==> config.mk <==
export PLATFORM = sky130hd
export DESIGN_NAME = ppc_codec
export DESIGN_NICKNAME = d
export VERILOG_FILES = /design/src/core/ppc_codec.v
export VERILOG_INCLUDE_DIRS = /design/src /design/src/core
export SDC_FILE = /design/constraint.sdc
export NUM_CORES = 1
export LEC_CHECK = 0
export BUFFER_PORTS_ARGS = -buffer_cell sky130_fd_sc_hd__clkbuf_2
export CAP_MARGIN = 10
export CORE_MARGIN = 8
export CORE_UTILIZATION = 30
export DETAILED_ROUTE_END_ITERATION = 10
export GPL_TIMING_DRIVEN = 0
export PLACE_DENSITY = 0.49
export SYNTH_ARGS = -nofsm -noshare
export SYNTH_HDL_FRONTEND = slang
export SYNTH_SLANG_ARGS = --single-unit
==> constraint.sdc <==
create_clock -name aclk -period 5.3 [get_ports aclk]
set_input_delay 1.59 -clock aclk [delete_from_list [all_inputs] [get_ports aclk]]
set_output_delay 1.59 -clock aclk [all_outputs]
set_load 0.01 [all_outputs]
==> src/core/ppc_consts.vh <==
// Constants shared by the payload primitive codec
`ifndef PPC_CONSTS_VH
`define PPC_CONSTS_VH

// ****************************************
// Element type codes
// ****************************************
`define PPC_T_S32    3'h0
`define PPC_T_S64    3'h1
`define PPC_T_F32    3'h2
`define PPC_T_F64    3'h3
`define PPC_T_BOOL   3'h4
`define PPC_T_PBOOL  3'h5
`define PPC_T_STR    3'h6
`define PPC_T_CHAR   3'h7

// ****************************************
// Byte counts and packed Boolean limit
// ****************************************
`define PPC_N_WORD   4'h4
`define PPC_N_DWORD  4'h8
`define PPC_N_LEN    4'h2
`define PPC_N_CHAR   4'h1
`define PPC_BOOL_MAX 6'h20

// ****************************************
// Register map and fields
// ****************************************
`define PPC_A_CTRL   5'h00
`define PPC_A_SSIZE  5'h04
`define PPC_A_STAT   5'h08
`define PPC_A_ECNT   5'h0C
`define PPC_A_DCNT   5'h10
`define PPC_B_ENC_EN 0
`define PPC_B_DEC_EN 1
`define PPC_B_EBUSY  0
`define PPC_B_DBUSY  1
`define PPC_B_EERR   8
`define PPC_B_DERR   9
`define PPC_CTRL_RST 2'h3
`define PPC_SSIZE_RST 16'h0020
`define PPC_RESP_OK  2'h0
`define PPC_RESP_ERR 2'h2

`endif

==> src/core/ppc_codec.v <==
// Payload primitive codec: typed elements to big-endian payload bytes and back
`timescale 1ns/10ps
`include "ppc_consts.vh"

// Function
// - 32-bit integers are two's complement, msb bit 31, lsb bit 0.
// - 64-bit integers are two's complement over bits 63..0, upper then lower word.
// - Float elements pass unchanged in standard binary layout.
// - Float msb is sign: 0 positive, 1 negative.
// - Single float: sign, 8-bit exponent, 23-bit fraction.
// - Double float: sign, 11-bit exponent, 52-bit fraction.
// - Decoded fraction gets hidden one if normalized, zero if denormalized.
// - No scaling of integer or float values ever.
// - Lone Boolean uses a 32-bit field, value in bit 0.
// - Boolean bit 1 is true, 0 is false.
// - At most 32 packed Booleans per word; a larger count is clamped to 32.
// - Packed Booleans fill from lsb toward msb.
// - Unused packed Boolean bits at the top are zero.
// - String carries one ASCII character per byte, in order.
// - String starts with 2-byte unsigned length, characters follow.
// - Multi-byte values go most significant byte first.
// - String has fixed size; bytes after characters are zero.
module ppc_codec (
   input  wire        aclk,
   input  wire        aresetn,
   input  wire [4:0]  s_axi_awaddr,
   input  wire        s_axi_awvalid,
   output wire        s_axi_awready,
   input  wire [31:0] s_axi_wdata,
   input  wire [3:0]  s_axi_wstrb,
   input  wire        s_axi_wvalid,
   output wire        s_axi_wready,
   output reg  [1:0]  s_axi_bresp,
   output reg         s_axi_bvalid,
   input  wire        s_axi_bready,
   input  wire [4:0]  s_axi_araddr,
   input  wire        s_axi_arvalid,
   output wire        s_axi_arready,
   output reg  [31:0] s_axi_rdata,
   output reg  [1:0]  s_axi_rresp,
   output reg         s_axi_rvalid,
   input  wire        s_axi_rready,
   input  wire        in_valid,
   output wire        in_ready,
   input  wire [2:0]  in_type,
   input  wire [63:0] in_data,
   input  wire [5:0]  in_bool_count,
   output wire        tx_valid,
   input  wire        tx_ready,
   output wire [7:0]  tx_byte,
   output wire        tx_last,
   input  wire        rx_valid,
   output wire        rx_ready,
   input  wire [7:0]  rx_byte,
   input  wire [2:0]  dec_type,
   output wire        out_valid,
   input  wire        out_ready,
   output reg  [2:0]  out_type,
   output reg  [63:0] out_data,
   output reg         out_sign,
   output reg  [10:0] out_exp,
   output reg  [52:0] out_frac,
   output reg         out_bool,
   output wire        out_last
);

   // ****************************************
   // Registers over the bus
   // ****************************************
   reg  [1:0]  ctrl_reg;
   reg  [15:0] ssize_reg;
   reg         eerr_reg;
   reg         derr_reg;
   reg  [31:0] ecnt_reg;
   reg  [31:0] dcnt_reg;
   reg  [4:0]  awaddr_reg;
   reg         aw_got_reg;
   reg  [31:0] wdata_reg;
   reg  [3:0]  wstrb_reg;
   reg         w_got_reg;
   wire        enc_en = ctrl_reg[`PPC_B_ENC_EN];
   wire        dec_en = ctrl_reg[`PPC_B_DEC_EN];
   wire        do_wr  = aw_got_reg & w_got_reg & ~s_axi_bvalid;
   wire        eerr_set;
   wire        derr_set;
   wire        enc_done;
   wire        dec_done;
   wire        e_busy;
   wire        d_busy;

   assign s_axi_awready = ~aw_got_reg & ~s_axi_bvalid;
   assign s_axi_wready  = ~w_got_reg & ~s_axi_bvalid;
   assign s_axi_arready = ~s_axi_rvalid;

   function [31:0] merge;
      input [31:0] old;
      input [31:0] nw;
      input [3:0]  st;
      integer      i;
      begin
         merge = old;
         for (i = 0; i < 4; i = i + 1) begin
            if (st[i]) begin
               merge[i*8 +: 8] = nw[i*8 +: 8];
            end
         end
      end
   endfunction

   wire [31:0] ctrl_m  = merge({30'h0, ctrl_reg}, wdata_reg, wstrb_reg);
   wire [31:0] ssize_m = merge({16'h0, ssize_reg}, wdata_reg, wstrb_reg);
   wire [31:0] stat_w  = merge(32'h0, wdata_reg, wstrb_reg);
   wire        wr_stat = do_wr & (awaddr_reg == `PPC_A_STAT);
   wire        wr_map  = (awaddr_reg <= `PPC_A_DCNT);

   always @(posedge aclk) begin
      if (!aresetn) begin
         ctrl_reg     <= `PPC_CTRL_RST;
         ssize_reg    <= `PPC_SSIZE_RST;
         eerr_reg     <= 1'b0;
         derr_reg     <= 1'b0;
         ecnt_reg     <= 32'h0;
         dcnt_reg     <= 32'h0;
         awaddr_reg   <= 5'h00;
         aw_got_reg   <= 1'b0;
         wdata_reg    <= 32'h0;
         wstrb_reg    <= 4'h0;
         w_got_reg    <= 1'b0;
         s_axi_bvalid <= 1'b0;
         s_axi_bresp  <= `PPC_RESP_OK;
         s_axi_rvalid <= 1'b0;
         s_axi_rresp  <= `PPC_RESP_OK;
         s_axi_rdata  <= 32'h0;
      end else begin
         if (s_axi_awvalid & s_axi_awready) begin
            awaddr_reg <= {s_axi_awaddr[4:2], 2'h0};
            aw_got_reg <= 1'b1;
         end
         if (s_axi_wvalid & s_axi_wready) begin
            wdata_reg <= s_axi_wdata;
            wstrb_reg <= s_axi_wstrb;
            w_got_reg <= 1'b1;
         end
         if (do_wr) begin
            aw_got_reg   <= 1'b0;
            w_got_reg    <= 1'b0;
            s_axi_bvalid <= 1'b1;
            s_axi_bresp  <= wr_map ? `PPC_RESP_OK : `PPC_RESP_ERR;
            if (awaddr_reg == `PPC_A_CTRL) begin
               ctrl_reg <= ctrl_m[1:0];
            end
            if (awaddr_reg == `PPC_A_SSIZE) begin
               ssize_reg <= ssize_m[15:0];
            end
         end else if (s_axi_bvalid & s_axi_bready) begin
            s_axi_bvalid <= 1'b0;
         end
         // Sticky errors: a new event wins over a write-one-to-clear
         eerr_reg <= eerr_set | (eerr_reg & ~(wr_stat & stat_w[`PPC_B_EERR]));
         derr_reg <= derr_set | (derr_reg & ~(wr_stat & stat_w[`PPC_B_DERR]));
         ecnt_reg <= ecnt_reg + {31'h0, enc_done};
         dcnt_reg <= dcnt_reg + {31'h0, dec_done};
         if (s_axi_arvalid & s_axi_arready) begin
            s_axi_rvalid <= 1'b1;
            s_axi_rresp  <= `PPC_RESP_OK;
            case ({s_axi_araddr[4:2], 2'h0})
               `PPC_A_CTRL:  s_axi_rdata <= {30'h0, ctrl_reg};
               `PPC_A_SSIZE: s_axi_rdata <= {16'h0, ssize_reg};
               `PPC_A_STAT:  s_axi_rdata <= {22'h0, derr_reg, eerr_reg, 6'h0, d_busy, e_busy};
               `PPC_A_ECNT:  s_axi_rdata <= ecnt_reg;
               `PPC_A_DCNT:  s_axi_rdata <= dcnt_reg;
               default: begin
                  s_axi_rdata <= 32'h0;
                  s_axi_rresp <= `PPC_RESP_ERR;
               end
            endcase
         end else if (s_axi_rvalid & s_axi_rready) begin
            s_axi_rvalid <= 1'b0;
         end
      end
   end

   // ****************************************
   // Encoder
   // ****************************************
   localparam E_IDLE  = 4'h1;
   localparam E_SHIFT = 4'h2;
   localparam E_CHAR  = 4'h4;
   localparam E_PAD   = 4'h8;

   reg  [3:0]  e_state_reg;
   reg  [63:0] e_sh_reg;
   reg  [3:0]  e_cnt_reg;
   reg         e_str_reg;
   reg  [15:0] e_chars_reg;
   reg  [15:0] e_pad_reg;
   wire        in_take = in_valid & in_ready;
   wire [5:0]  bcnt    = (in_bool_count > `PPC_BOOL_MAX) ? `PPC_BOOL_MAX : in_bool_count;
   wire [31:0] pmask   = (bcnt == `PPC_BOOL_MAX) ? 32'hFFFFFFFF :
                         ((32'h1 << bcnt) - 32'h1);
   wire        e_long  = in_data[15:0] > ssize_reg;
   wire [15:0] e_len   = e_long ? ssize_reg : in_data[15:0];
   wire        e_more  = e_str_reg & ((e_chars_reg != 16'h0) | (e_pad_reg != 16'h0));
   wire        e_lastb = (e_state_reg == E_SHIFT) & (e_cnt_reg == 4'h1);

   assign in_ready = enc_en & ((e_state_reg == E_IDLE) |
                     ((e_state_reg == E_CHAR) & (in_type == `PPC_T_CHAR)));
   assign tx_valid = (e_state_reg == E_SHIFT) | (e_state_reg == E_PAD);
   assign tx_byte  = e_sh_reg[63:56];
   assign tx_last  = (e_lastb & ~e_more) | ((e_state_reg == E_PAD) & (e_pad_reg == 16'h1));
   assign enc_done = tx_valid & tx_ready & tx_last;
   assign eerr_set = in_take & (e_state_reg == E_IDLE) & (in_type == `PPC_T_STR) & e_long;
   assign e_busy   = (e_state_reg != E_IDLE);

   always @(posedge aclk) begin
      if (!aresetn) begin
         e_state_reg <= E_IDLE;
         e_sh_reg    <= 64'h0;
         e_cnt_reg   <= 4'h0;
         e_str_reg   <= 1'b0;
         e_chars_reg <= 16'h0;
         e_pad_reg   <= 16'h0;
      end else begin
         case (e_state_reg)
            E_IDLE: begin
               if (in_take) begin
                  e_str_reg   <= 1'b0;
                  e_state_reg <= E_SHIFT;
                  e_cnt_reg   <= `PPC_N_WORD;
                  case (in_type)
                     // Integer and float values pass as given, never scaled or reformatted
                     `PPC_T_S32, `PPC_T_F32: e_sh_reg <= {in_data[31:0], 32'h0};
                     `PPC_T_S64, `PPC_T_F64: begin
                        e_sh_reg  <= in_data;
                        e_cnt_reg <= `PPC_N_DWORD;
                     end
                     `PPC_T_BOOL:  e_sh_reg <= {31'h0, in_data[0], 32'h0};
                     `PPC_T_PBOOL: e_sh_reg <= {in_data[31:0] & pmask, 32'h0};
                     `PPC_T_STR: begin
                        e_sh_reg    <= {e_len, 48'h0};
                        e_cnt_reg   <= `PPC_N_LEN;
                        e_str_reg   <= 1'b1;
                        e_chars_reg <= e_len;
                        e_pad_reg   <= ssize_reg - e_len;
                     end
                     default: e_state_reg <= E_IDLE;
                  endcase
               end
            end
            E_SHIFT: begin
               if (tx_ready) begin
                  e_sh_reg  <= {e_sh_reg[55:0], 8'h00};
                  e_cnt_reg <= e_cnt_reg - 4'h1;
                  if (e_cnt_reg == 4'h1) begin
                     if (e_str_reg & (e_chars_reg != 16'h0)) begin
                        e_state_reg <= E_CHAR;
                     end else if (e_str_reg & (e_pad_reg != 16'h0)) begin
                        e_state_reg <= E_PAD;
                     end else begin
                        e_state_reg <= E_IDLE;
                     end
                  end
               end
            end
            E_CHAR: begin
               if (in_take) begin
                  e_sh_reg    <= {in_data[7:0], 56'h0};
                  e_cnt_reg   <= `PPC_N_CHAR;
                  e_chars_reg <= e_chars_reg - 16'h1;
                  e_state_reg <= E_SHIFT;
               end
            end
            E_PAD: begin
               // Shift register is all zero here, so pad bytes go out as zero
               if (tx_ready) begin
                  e_pad_reg <= e_pad_reg - 16'h1;
                  if (e_pad_reg == 16'h1) begin
                     e_state_reg <= E_IDLE;
                  end
               end
            end
            default: e_state_reg <= E_IDLE;
         endcase
      end
   end

   // ****************************************
   // Decoder
   // ****************************************
   localparam D_IDLE = 4'h1;
   localparam D_COLL = 4'h2;
   localparam D_OUT  = 4'h4;
   localparam D_PAD  = 4'h8;

   reg  [3:0]  d_state_reg;
   reg  [2:0]  d_type_reg;
   reg  [55:0] d_acc_reg;
   reg  [3:0]  d_cnt_reg;
   reg         d_str_reg;
   reg  [15:0] d_chars_reg;
   reg  [15:0] d_pad_reg;
   wire [63:0] full    = {d_acc_reg, rx_byte};
   wire        d_take  = rx_valid & rx_ready;
   wire        d_load  = d_take & (d_state_reg == D_COLL) & (d_cnt_reg == 4'h1);
   wire        d_long  = full[15:0] > ssize_reg;
   wire [15:0] d_len   = d_long ? ssize_reg : full[15:0];
   wire        out_take = out_valid & out_ready;

   assign rx_ready  = dec_en & ((d_state_reg == D_COLL) | (d_state_reg == D_PAD));
   assign out_valid = (d_state_reg == D_OUT);
   assign out_last  = ~(d_str_reg & (d_chars_reg != 16'h0));
   assign dec_done  = (out_take & ~(d_str_reg & ((d_chars_reg != 16'h0) |
                      (d_pad_reg != 16'h0)))) |
                      (d_take & (d_state_reg == D_PAD) & (d_pad_reg == 16'h1));
   assign derr_set  = d_load & (d_type_reg == `PPC_T_STR) & d_long;
   assign d_busy    = (d_state_reg != D_IDLE);

   always @(posedge aclk) begin
      if (!aresetn) begin
         d_state_reg <= D_IDLE;
         d_type_reg  <= `PPC_T_S32;
         d_acc_reg   <= 56'h0;
         d_cnt_reg   <= 4'h0;
         d_str_reg   <= 1'b0;
         d_chars_reg <= 16'h0;
         d_pad_reg   <= 16'h0;
         out_type    <= `PPC_T_S32;
         out_data    <= 64'h0;
         out_sign    <= 1'b0;
         out_exp     <= 11'h0;
         out_frac    <= 53'h0;
         out_bool    <= 1'b0;
      end else begin
         case (d_state_reg)
            D_IDLE: begin
               if (dec_en & rx_valid) begin
                  d_type_reg  <= dec_type;
                  d_str_reg   <= 1'b0;
                  d_state_reg <= D_COLL;
                  case (dec_type)
                     `PPC_T_S64, `PPC_T_F64: d_cnt_reg <= `PPC_N_DWORD;
                     `PPC_T_STR:  d_cnt_reg <= `PPC_N_LEN;
                     `PPC_T_CHAR: d_cnt_reg <= `PPC_N_CHAR;
                     default:     d_cnt_reg <= `PPC_N_WORD;
                  endcase
               end
            end
            D_COLL: begin
               if (d_take) begin
                  d_acc_reg <= full[55:0];
                  d_cnt_reg <= d_cnt_reg - 4'h1;
               end
               if (d_load) begin
                  d_state_reg <= D_OUT;
                  out_type    <= d_type_reg;
                  out_sign    <= 1'b0;
                  out_exp     <= 11'h0;
                  out_frac    <= 53'h0;
                  out_bool    <= full[0];
                  case (d_type_reg)
                     `PPC_T_S32: out_data <= {{32{full[31]}}, full[31:0]};
                     `PPC_T_F32: begin
                        out_data <= {32'h0, full[31:0]};
                        out_sign <= full[31];
                        out_exp  <= {3'h0, full[30:23]};
                        out_frac <= {29'h0, |full[30:23], full[22:0]};
                     end
                     `PPC_T_F64: begin
                        out_data <= full;
                        out_sign <= full[63];
                        out_exp  <= full[62:52];
                        out_frac <= {|full[62:52], full[51:0]};
                     end
                     `PPC_T_BOOL:  out_data <= {63'h0, full[0]};
                     `PPC_T_PBOOL: out_data <= {32'h0, full[31:0]};
                     `PPC_T_STR: begin
                        out_data    <= {48'h0, d_len};
                        d_str_reg   <= 1'b1;
                        d_chars_reg <= d_len;
                        d_pad_reg   <= ssize_reg - d_len;
                     end
                     `PPC_T_CHAR: out_data <= {56'h0, full[7:0]};
                     default:     out_data <= full;
                  endcase
               end
            end
            D_OUT: begin
               if (out_take) begin
                  if (d_str_reg & (d_chars_reg != 16'h0)) begin
                     d_type_reg  <= `PPC_T_CHAR;
                     d_cnt_reg   <= `PPC_N_CHAR;
                     d_chars_reg <= d_chars_reg - 16'h1;
                     d_state_reg <= D_COLL;
                  end else if (d_str_reg & (d_pad_reg != 16'h0)) begin
                     d_state_reg <= D_PAD;
                  end else begin
                     d_state_reg <= D_IDLE;
                  end
               end
            end
            D_PAD: begin
               // Pad bytes are consumed and dropped
               if (d_take) begin
                  d_pad_reg <= d_pad_reg - 16'h1;
                  if (d_pad_reg == 16'h1) begin
                     d_state_reg <= D_IDLE;
                  end
               end
            end
            default: d_state_reg <= D_IDLE;
         endcase
      end
   end

endmodule

==> results of run 1 <==
## routing by layer
layer | vias to the layer above | part of all wire (%) | GRT usage [%]
li1 | 12100 | - | -
met1 | 12100 | 46 | 32.3
met2 | 959 | 43 | 34.1
met3 | 168 | 8.7 | 5.06
met4 | 0 | 2.7 | 6.61
met5 | - | 0 | 0
## critical path: stages
cell	delay, ps
clkbuf_4	200
ha_1	330
nand2_1	100
o21ai_0	230
o2bb2ai_1	170
a211oi_1	70
a21oi_1	120
buf_4	140
buf_4	180
mux2i_1	760
ha_1	420
o21ai_0	180
nand2b_1	70
a21oi_1	220
o31ai_2	140
a211o_1	280
a21oi_1	170
xnor2_1	130
o22ai_1	90
## path summary, 6_finish.rpt
path                  from            end  slack (ps)  cells after the start
max             in_data[7]  e_pad_reg[15]         140                     19
min           out_frac[34]   out_frac[34]         450                      2
max reg2reg  ssize_reg[15]  e_pad_reg[15]         180                     20
min reg2reg   out_frac[34]   out_frac[34]         450                      2
## what timing repair did
action	in CTS	in global routing
endpoints found under the setup margin	13	13
setup buffers	4	1
pin swaps	2	7
resized for setup	10	21
## per-stage QoR
step	util [%]	setup TNS (ps)	power, mW	std cells
floorplan	-	0	5.51	3176
global placement	33.7	-16960	6.36	4542
detailed placement	33.7	-16910	6.36	4543
CTS	36.0	-35.5	10.3	4648
global route	36.2	0	10.8	4651
finish	36.2	0	10.3	4651
## synth_stat cells, types with 11 or more instances
| master | count |
|---|---|
| nand2b_1 | 25 |
| o21ai_0 | 220 |
| dfxtp_1 | 481 |
| buf_4 | 17 |
| o21a_1 | 13 |
| a211oi_1 | 25 |
| ha_1 | 77 |
| clkbuf_1 | 171 |
| nor2_1 | 341 |
| and3_1 | 19 |
| buf_1 | 18 |
| nand2_1 | 416 |
| o22ai_1 | 22 |
| xor2_1 | 43 |
| nor2b_1 | 16 |
| o211ai_1 | 18 |
| mux2i_1 | 79 |
| a21oi_1 | 374 |
| o22a_1 | 11 |
| buf_2 | 23 |
| nor3_1 | 116 |
| and2_1 | 20 |
| a221oi_1 | 57 |
| a31oi_1 | 38 |
| nor4_1 | 28 |
| or3_1 | 26 |
| nand3_1 | 140 |
| xnor2_1 | 29 |
| a22oi_1 | 40 |
| nand4_1 | 17 |
| inv_1 | 61 |
## kinds of logic (layout without fill, tap and decap cells)
kind of cell	after synthesis	in the layout	synth area share (%)
fa+ha+maj	79	79	4.06
compound gates	928	928	22.8
simple gates	1231	1231	22.9
buf+inv	297	702	5.10
other cells	1	2	0.0152
flops	481	481	39.0
xor+xnor	72	72	2.55
mux	86	86	3.57
## where the power goes
part	internal (mW)	switching, mW	total, mW
Clock	2.30	1.68	3.97
Combinational	0.774	1.51	2.28
Sequential	3.88	0.207	4.09
## final cells by class
type                            instances  area share (%)
Tap cell                             1070            4.52
Clock inverter                         25           0.925
Buffer                                236            3.53
Sequential cell                       481            32.5
Multi-Input combinational cell       2398            47.2
Clock buffer                           76            5.35
Timing Repair Buffer                  304            5.22
Inverter                               61           0.773
==> flow_metrics.env, run 1 <==
export IMPL_yosysWarnings=0
export IMPL_ys_seq_area_share_pct=39.0
export IMPL_maxCapViolations=0
export IMPL_nets=3757
export IMPL_final_cell_mix="dfxtp_1, nand2_1, a21oi_1, nor2_1, clkbuf_2"
export IMPL_drv_slew=0
export IMPL_run_status="finished clean"
export IMPL_fillers=8831
export IMPL_crit_required_ps=5750
export IMPL_initial_core_util_pct=30.2
export IMPL_cts_root_buf="clkbuf_16"
export IMPL_fin_area_mm2=0.0296
export IMPL_hp_class="register to register"
export IMPL_antenna_found_initial=0
export IMPL_fp_dieArea_mm2=0.0918
export IMPL_cts_sinks=481
export IMPL_worst_setup_path_type="input pin to register"
export IMPL_clk_pin_slew_worst_paths_ps=60
export IMPL_multi_input_area_mm2=0.0140
export IMPL_cts_buffers_inserted=55
export IMPL_critPathLaunchType="input pin"
export IMPL_synth_top_area_share_pct=39.0
export IMPL_p_per_area_mw_per_mm2=349
export IMPL_crit_path_end_kind="register"
export IMPL_cts_buffer_depth=3
export IMPL_synth_main_ff_cell="dfxtp_1"
export IMPL_skew_ps=19.9
export IMPL_fp_dieH_um=303
export IMPL_report_final_setup_viol=0
export IMPL_yosysTopAreaCell="dfxtp_1"
export IMPL_fp_dieW_um=303
export IMPL_portBuffers=296
export IMPL_dpl_cell_area_mm2=0.0276
export IMPL_crit_fanout=7
export IMPL_core_mm2=0.0818
export IMPL_grt_pass1_vias=24100
export IMPL_clock_latency_ps=620
export IMPL_synth_distinct_cells=102
export IMPL_cts_tree="done"
export IMPL_worst_slack_ps=145
export IMPL_synth_edff_count=0
export IMPL_first_iter_violations=2219
export IMPL_ant_nets=0
export IMPL_rsz0062_at_grt="no"
export IMPL_route_detailed_drc=0
export IMPL_grt_pass1_wl_mm=159
export IMPL_peakVddDrop_mv=0.261
export IMPL_grt_ovfl_total=0
export IMPL_via_count=25400
export IMPL_cp_arrival_ps=5600
export IMPL_netlist_instances=3175
export IMPL_wl_mm=108
export IMPL_slew_headroom_pct=11.3
export IMPL_netlist_area_mm2=0.0247
export IMPL_layout_drive_gt1_share_pct=14.6
export IMPL_syn_avg_cell_area_um2=7.78
export IMPL_grt_usage_pct=22.7
export IMPL_io_pin_count=329
export IMPL_via_per_inst=5.45
export IMPL_cts_max_level=2
export IMPL_hold_slack_ps=454
export IMPL_dp_hpwl_mm=81.3
export IMPL_place_ws_ps=-1160
export IMPL_finalWorstPathRequiredPeriod_ps=5160
export IMPL_hold_viol=0
export IMPL_period_share_pct=97.3
export IMPL_gp_congestion=0.958
export IMPL_tightest_slew_ps=1330
export IMPL_antenna_cells=0
export IMPL_hold_buffers=0
export IMPL_synth_area_leaders="dfxtp_1, a21oi_1, nand2_1, nor2_1, o21ai_0"
export IMPL_syn2layout_area_growth_pct=19.9
export IMPL_p_leak_nw=11.3
export IMPL_drt_pass1_iterations=6
export IMPL_fmax_mhz=194
export IMPL_async_flop_share_pct=0
export IMPL_std_cell_rows=105
export IMPL_wl_per_cell_um=23.3
export IMPL_grt_max_degree=16
export IMPL_layout_commonest_cell="dfxtp_1"
export IMPL_synth_seq_cells=481
export IMPL_regArea_mm2=0.00963
(Power assumes the default switching activity.)
==> inputs of run 2 (changes only) <==
--- a/config.mk
+++ b/config.mk
@@ -12,7 +12,7 @@
 export CORE_UTILIZATION = 30
 export DETAILED_ROUTE_END_ITERATION = 10
 export GPL_TIMING_DRIVEN = 0
-export PLACE_DENSITY = 0.49
+export PLACE_DENSITY = 0.47
 export SYNTH_ARGS = -nofsm -noshare
 export SYNTH_HDL_FRONTEND = slang
 export SYNTH_SLANG_ARGS = --single-unit
==> constraint.sdc (replaced) <==
create_clock -name aclk -period 5.05 [get_ports aclk]
set_input_delay 1.515 -clock aclk [delete_from_list [all_inputs] [get_ports aclk]]
set_output_delay 1.515 -clock aclk [all_outputs]
set_load 0.01 [all_outputs]
==> run 2 against run 1 <==
  * Die area did not move
  * Critical path type unchanged
  * Highest routed layer is now met5
  * First-iteration DRC count fell by 1.8%
  * Sequential share of layout area fell by 0.37 points
  * Worst setup slack got worse by 20 ps
==> flow_metrics.env, run 2 (same netlist as run 1, synthesis figures left out) <==
export IMPL_clock_latency_ps=640
export IMPL_grt_max_degree=17
export IMPL_slew_headroom_pct=16.0
export IMPL_tightest_slew_ps=1260
export IMPL_final_cell_mix="dfxtp_1, nand2_1, a21oi_1, nor2_1, clkbuf_2"
export IMPL_slowest_stage="mux2i_4"
export IMPL_fmax_mhz=203
export IMPL_cts_tree="done"
export IMPL_antenna_found_initial=1
export IMPL_dp_hpwl_mm=82.0
export IMPL_run_status="finished clean"
export IMPL_dpl_cell_area_mm2=0.0276
export IMPL_ant_nets=0
export IMPL_route_detailed_drc=0
export IMPL_grt_usage_pct=22.9
export IMPL_clk_pin_slew_worst_paths_ps=60
export IMPL_hp_class="register to register"
export IMPL_nets=3768
export IMPL_hold_slack_ps=452
export IMPL_cts_root_buf="clkbuf_16"
export IMPL_worst_slack_ps=124
export IMPL_grt_ovfl_total=0
export IMPL_via_count=25400
export IMPL_cts_max_level=2
export IMPL_report_final_setup_viol=0
export IMPL_power_total_mw=11.2
export IMPL_placed_cells=4544
export IMPL_syn2layout_area_growth_pct=21.4
export IMPL_critPathMaxStageDelay_ps=420
export IMPL_layoutNonFillerInstCount=4663
export IMPL_portBuffers=296
export IMPL_fin_area_mm2=0.0300
export IMPL_gp_congestion=0.946
export IMPL_cts_sinks=481
export IMPL_p_leak_nw=11.4
export IMPL_layout_commonest_cell="dfxtp_1"
export IMPL_drt_pass1_iterations=5
export IMPL_peakVddDrop_mv=0.227
export IMPL_cts_buffer_depth=3
export IMPL_place_ws_ps=-1200
export IMPL_critPathLaunchType="input pin"
export IMPL_cts_buffers_inserted=57
export IMPL_final_core_util_pct=36.6
export IMPL_finalWorstPathRequiredPeriod_ps=4930
export IMPL_p_per_area_mw_per_mm2=374
export IMPL_maxCapViolations=0
export IMPL_crit_required_ps=5570
export IMPL_cp_arrival_ps=5450
export IMPL_tns_ps=0
export IMPL_layout_drive_gt1_share_pct=15.4
export IMPL_hold_viol=0
export IMPL_initial_core_util_pct=30.2
export IMPL_hold_buffers=0
export IMPL_via_per_inst=5.46
export IMPL_wl_per_cell_um=23.5
export IMPL_worst_setup_path_type="input pin to register"
export IMPL_crit_fanout=10
export IMPL_crit_path_end_kind="register"
export IMPL_drv_slew=0
export IMPL_path_cells="clkbuf_4 -> ha_4 -> nand4_1 -> nor4_2 -> a21bo_2 -> a41oi_4 -> buf_6 -> mux2i_4 -> ha_1 -> o21a_1 -> o21ai_0 -> and2_1 -> o41ai_2 -> a21o_1 -> a21oi_1 -> xor2_1 -> o22ai_1"
export IMPL_period_share_pct=97.5
export IMPL_wl_mm=110
export IMPL_skew_ps=18.2
export IMPL_fp_dieArea_mm2=0.0918
export IMPL_fillers=8748
export IMPL_fp_dieH_um=303
export IMPL_core_mm2=0.0818
export IMPL_grt_pass1_vias=24100
export IMPL_fp_dieW_um=303
export IMPL_first_iter_violations=2180
export IMPL_grt_pass1_wl_mm=160
export IMPL_std_cell_rows=105
export IMPL_io_pin_count=329
==> run 2: changes by cell type in the layout (fill, tap and decap cells not counted), moves of 3 or more <==
cell	delta
mux2i_1	-3
a21oi_2	+3
o21ai_0	-4
clkinv_2	-10
a21oi_1	-3
buf_4	+7
dfxtp_2	+6
dfxtp_1	-6
mux2i_4	+4
bufinv_16	+3
==> run 2: worst paths after layout <==
check | startpoint | to | slack, ps | cells after the start
setup / recovery | rx_byte[7] | d_pad_reg[14] | 120 | 17
hold / removal | out_frac[41] | out_frac[41] | 450 | 2
setup reg to reg | ssize_reg[7] | d_pad_reg[14] | 140 | 17
hold reg to reg | out_frac[41] | out_frac[41] | 450 | 2
==> run 2: worst max-delay path, delay by kind of cell <==
kind	cells	cell delay, ps
xor+xnor	1	180
compound gates	8	1570
buf+inv	2	460
mux	1	420
simple gates	3	630
fa+ha+maj	2	670
==> run 2: report_power, final <==
part	switching [mW]	internal, mW
combinational	1.62	0.840
sequential	0.210	4.07
clock	1.81	2.66
==> run 2: layout make-up <==
cell class / instances / area (um^2) / share of cell area, %
antenna: 1 / 2.50 / 0.00835
buffer: 235 / 1050 / 3.50
clock buffer: 83 / 1670 / 5.58
clock inverter: 20 / 348 / 1.16
inverter: 61 / 229 / 0.764
multi-input combinational: 2398 / 14100 / 46.9
sequential: 481 / 9640 / 32.1
tap: 1070 / 1340 / 4.47
timing repair buffer: 314 / 1640 / 5.48
==> run 2: what timing repair did <==
action	4_1_cts	5_1_grt
endpoints found under the setup margin	21	17
hold endpoints to repair	0	0
resized for setup	16	36
buffers inserted	5	9
pin swaps	4	14
==> run 2: per-layer routing <==
| metal | vias up | routed length [um] | GRT usage [%] |
|---|---|---|---|
| li1 | 12100 | - | - |
| met5 | - | 13 | 0 |
| met2 | 1002 | 47200 | 34.7 |
| met3 | 145 | 9920 | 6.15 |
| met1 | 12200 | 50000 | 31.9 |
| met4 | 2 | 2660 | 6.02 |
==> inputs of run 3 (changes only) <==
--- a/config.mk
+++ b/config.mk
@@ -8,7 +8,8 @@
 export LEC_CHECK = 0
 export BUFFER_PORTS_ARGS = -buffer_cell sky130_fd_sc_hd__clkbuf_2
 export CAP_MARGIN = 10
-export CORE_MARGIN = 8
+export CORE_ASPECT_RATIO = 0.5
+export CORE_MARGIN = 1.5
 export CORE_UTILIZATION = 30
 export DETAILED_ROUTE_END_ITERATION = 10
 export GPL_TIMING_DRIVEN = 0
==> run 3 against run 2 <==
  * Worst setup slack worse by 43 ps
  * First-iteration DRC count down 5.0%
  * Clock power down 18%
  * Register-to-register slack better by 160 ps
  * Non-clock buffer count up 10
  * Sequential power about the same
  * Largest power group is now sequential cells
  * Via count up 0.62%
  * Largest cell class unchanged
  * Sequential share of layout area up 0.30 points
  * Sequential cell count unchanged
==> flow_metrics.env, run 3 (same netlist as run 1, synthesis figures left out) <==
export IMPL_io_pin_count=329
export IMPL_maxCapViolations=0
export IMPL_routed_wl_met2_mm=49.2
export IMPL_route_detailed_drc=0
export IMPL_gp_congestion=0.940
export IMPL_final_cell_mix="dfxtp_1, nand2_1, a21oi_1, nor2_1, clkbuf_2"
export IMPL_regArea_mm2=0.00963
export IMPL_cts_buffer_depth=3
export IMPL_path_cells="clkbuf_2 -> ha_4 -> nand4_1 -> nor4_2 -> buf_4 -> buf_4 -> a21oi_1 -> buf_4 -> buf_4 -> buf_4 -> mux2_4 -> inv_1 -> fa_2 -> a211oi_4 -> o21ai_2 -> a31oi_2 -> o21ai_2 -> o221a_2 -> o211a_1 -> o21ai_1 -> a21oi_1"
export IMPL_crit_buf_inv=7
export IMPL_fmax_mhz=201
export IMPL_fin_area_mm2=0.0297
export IMPL_cts_tree="done"
export IMPL_core_mm2=0.0816
export IMPL_critPathLaunchType="input pin"
export IMPL_cp_arrival_ps=5440
export IMPL_crit_required_ps=5520
export IMPL_first_iter_violations=2071
export IMPL_tightest_slew_ps=1290
export IMPL_report_final_setup_viol=0
export IMPL_hold_viol=0
export IMPL_drt_pass1_iterations=7
export IMPL_grt_pass1_wl_mm=157
export IMPL_portBuffers=296
export IMPL_peakVddDrop_mv=0.228
export IMPL_wl_mm=108
export IMPL_p_per_area_mw_per_mm2=347
export IMPL_fillers=8721
export IMPL_r2r_setup_slack_ps=300
export IMPL_nets=3770
export IMPL_antenna_cells=0
export IMPL_grt_pass1_vias=23900
export IMPL_worst_setup_path_type="input pin to register"
export IMPL_via_count=25600
export IMPL_std_cell_rows=74
export IMPL_wl_per_cell_um=23.1
export IMPL_tns_ps=0
export IMPL_layout_drive_gt1_share_pct=15.5
export IMPL_via_per_inst=5.46
export IMPL_p_leak_nw=11.3
export IMPL_skew_ps=33.8
export IMPL_layout_commonest_cell="dfxtp_1"
export IMPL_crit_top_cell="buf_4"
export IMPL_cts_root_buf="clkbuf_16"
export IMPL_run_status="finished clean"
export IMPL_top_layer="met4"
export IMPL_cp_top_family="compound AO/OA/AOI/OAI gates"
export IMPL_cts_sinks=481
export IMPL_slowest_stage="fa_2"
export IMPL_clock_latency_ps=630
export IMPL_ant_nets=0
export IMPL_crit_fanout=4
export IMPL_dr_wl_met3_mm=7.35
export IMPL_finalWorstPathRequiredPeriod_ps=4970
export IMPL_fp_dieH_um=206
export IMPL_final_core_util_pct=36.4
export IMPL_dpl_cell_area_mm2=0.0277
export IMPL_grt_usage_pct=24.8
export IMPL_initial_core_util_pct=30.3
export IMPL_period_share_pct=98.4
export IMPL_hold_buffers=0
export IMPL_antenna_found_initial=4
export IMPL_clk_pin_slew_worst_paths_ps=60
export IMPL_syn2layout_area_growth_pct=20.2
export IMPL_drv_slew=0
export IMPL_cts_buffers_inserted=49
export IMPL_grt_max_degree=15
export IMPL_fp_dieArea_mm2=0.0842
export IMPL_crit_path_end_kind="register"
export IMPL_fp_dieW_um=409
export IMPL_multi_input_area_mm2=0.0141
export IMPL_cts_max_level=2
export IMPL_hp_class="register to register"
export IMPL_dp_hpwl_mm=81.4
export IMPL_critPathMaxStageDelay_ps=400
export IMPL_power_total_mw=10.3
export IMPL_slew_headroom_pct=14.2
export IMPL_met1_length_mm=47.9
export IMPL_grt_ovfl_total=0
-- run 3: path summary, 6_finish.rpt --
path,startpoint,end,cells after the start
setup / recovery,in_data[11],e_pad_reg[14],21
hold / removal,out_data[18],out_data[18],2
hold reg to reg,out_data[18],out_data[18],2
setup reg to reg,ssize_reg[13],e_pad_reg[14],21
-- run 3: report_power, final --
group	total, mW	internal, mW	switching, mW
sequential	4.28	4.07	0.210
clock	3.65	1.95	1.70
combinational	2.37	0.853	1.51
total	10.3	6.88	3.42
-- run 3: repair_timing --
action	in CTS	in global routing
pin swaps	7	15
setup buffers	10	13
endpoints found under the setup margin	21	18
resized for setup	21	61
hold endpoints to repair	0	0
-- run 3: through the flow --
stage	hold WS (ps)	std cells	setup WS [ps]
after global routing	471	4686	-7.02
after global placement	442	4574	-1230
after CTS	454	4671	24.2
final	450	4686	81.2
after floorplan	432	3176	2.62
after detailed placement	445	4577	-1190
-- run 3: layout make-up --
class                      count  area share (%)
buffer                       235            3.53
clock buffer                  66            4.75
inverter                      61           0.784
timing repair buffer         324            5.85
tap                         1102            4.64
multi-input combinational   2398            47.6
sequential                   481            32.4
clock inverter                19           0.379
-- run 3: worst register-to-register path: cells and delay by family (launching register included) --
| family | cells | cell delay [ps] |
|---|---|---|
| AOI/OAI and AO/OA | 9 | 1530 |
| buffers and inverters | 7 | 970 |
| adders and majority gates | 2 | 720 |
| DFF | 1 | 690 |
| and+or+nand+nor | 2 | 480 |
| muxes | 1 | 240 |
-- run 3: per-layer routing --
| metal | vias to the layer above | global-route usage, % |
|---|---|---|
| met1 | 12500 | 32.8 |
| li1 | 12100 | - |
| met2 | 849 | 40.5 |
| met5 | - | 0 |
| met4 | 0 | 8.42 |
| met3 | 181 | 4.45 |
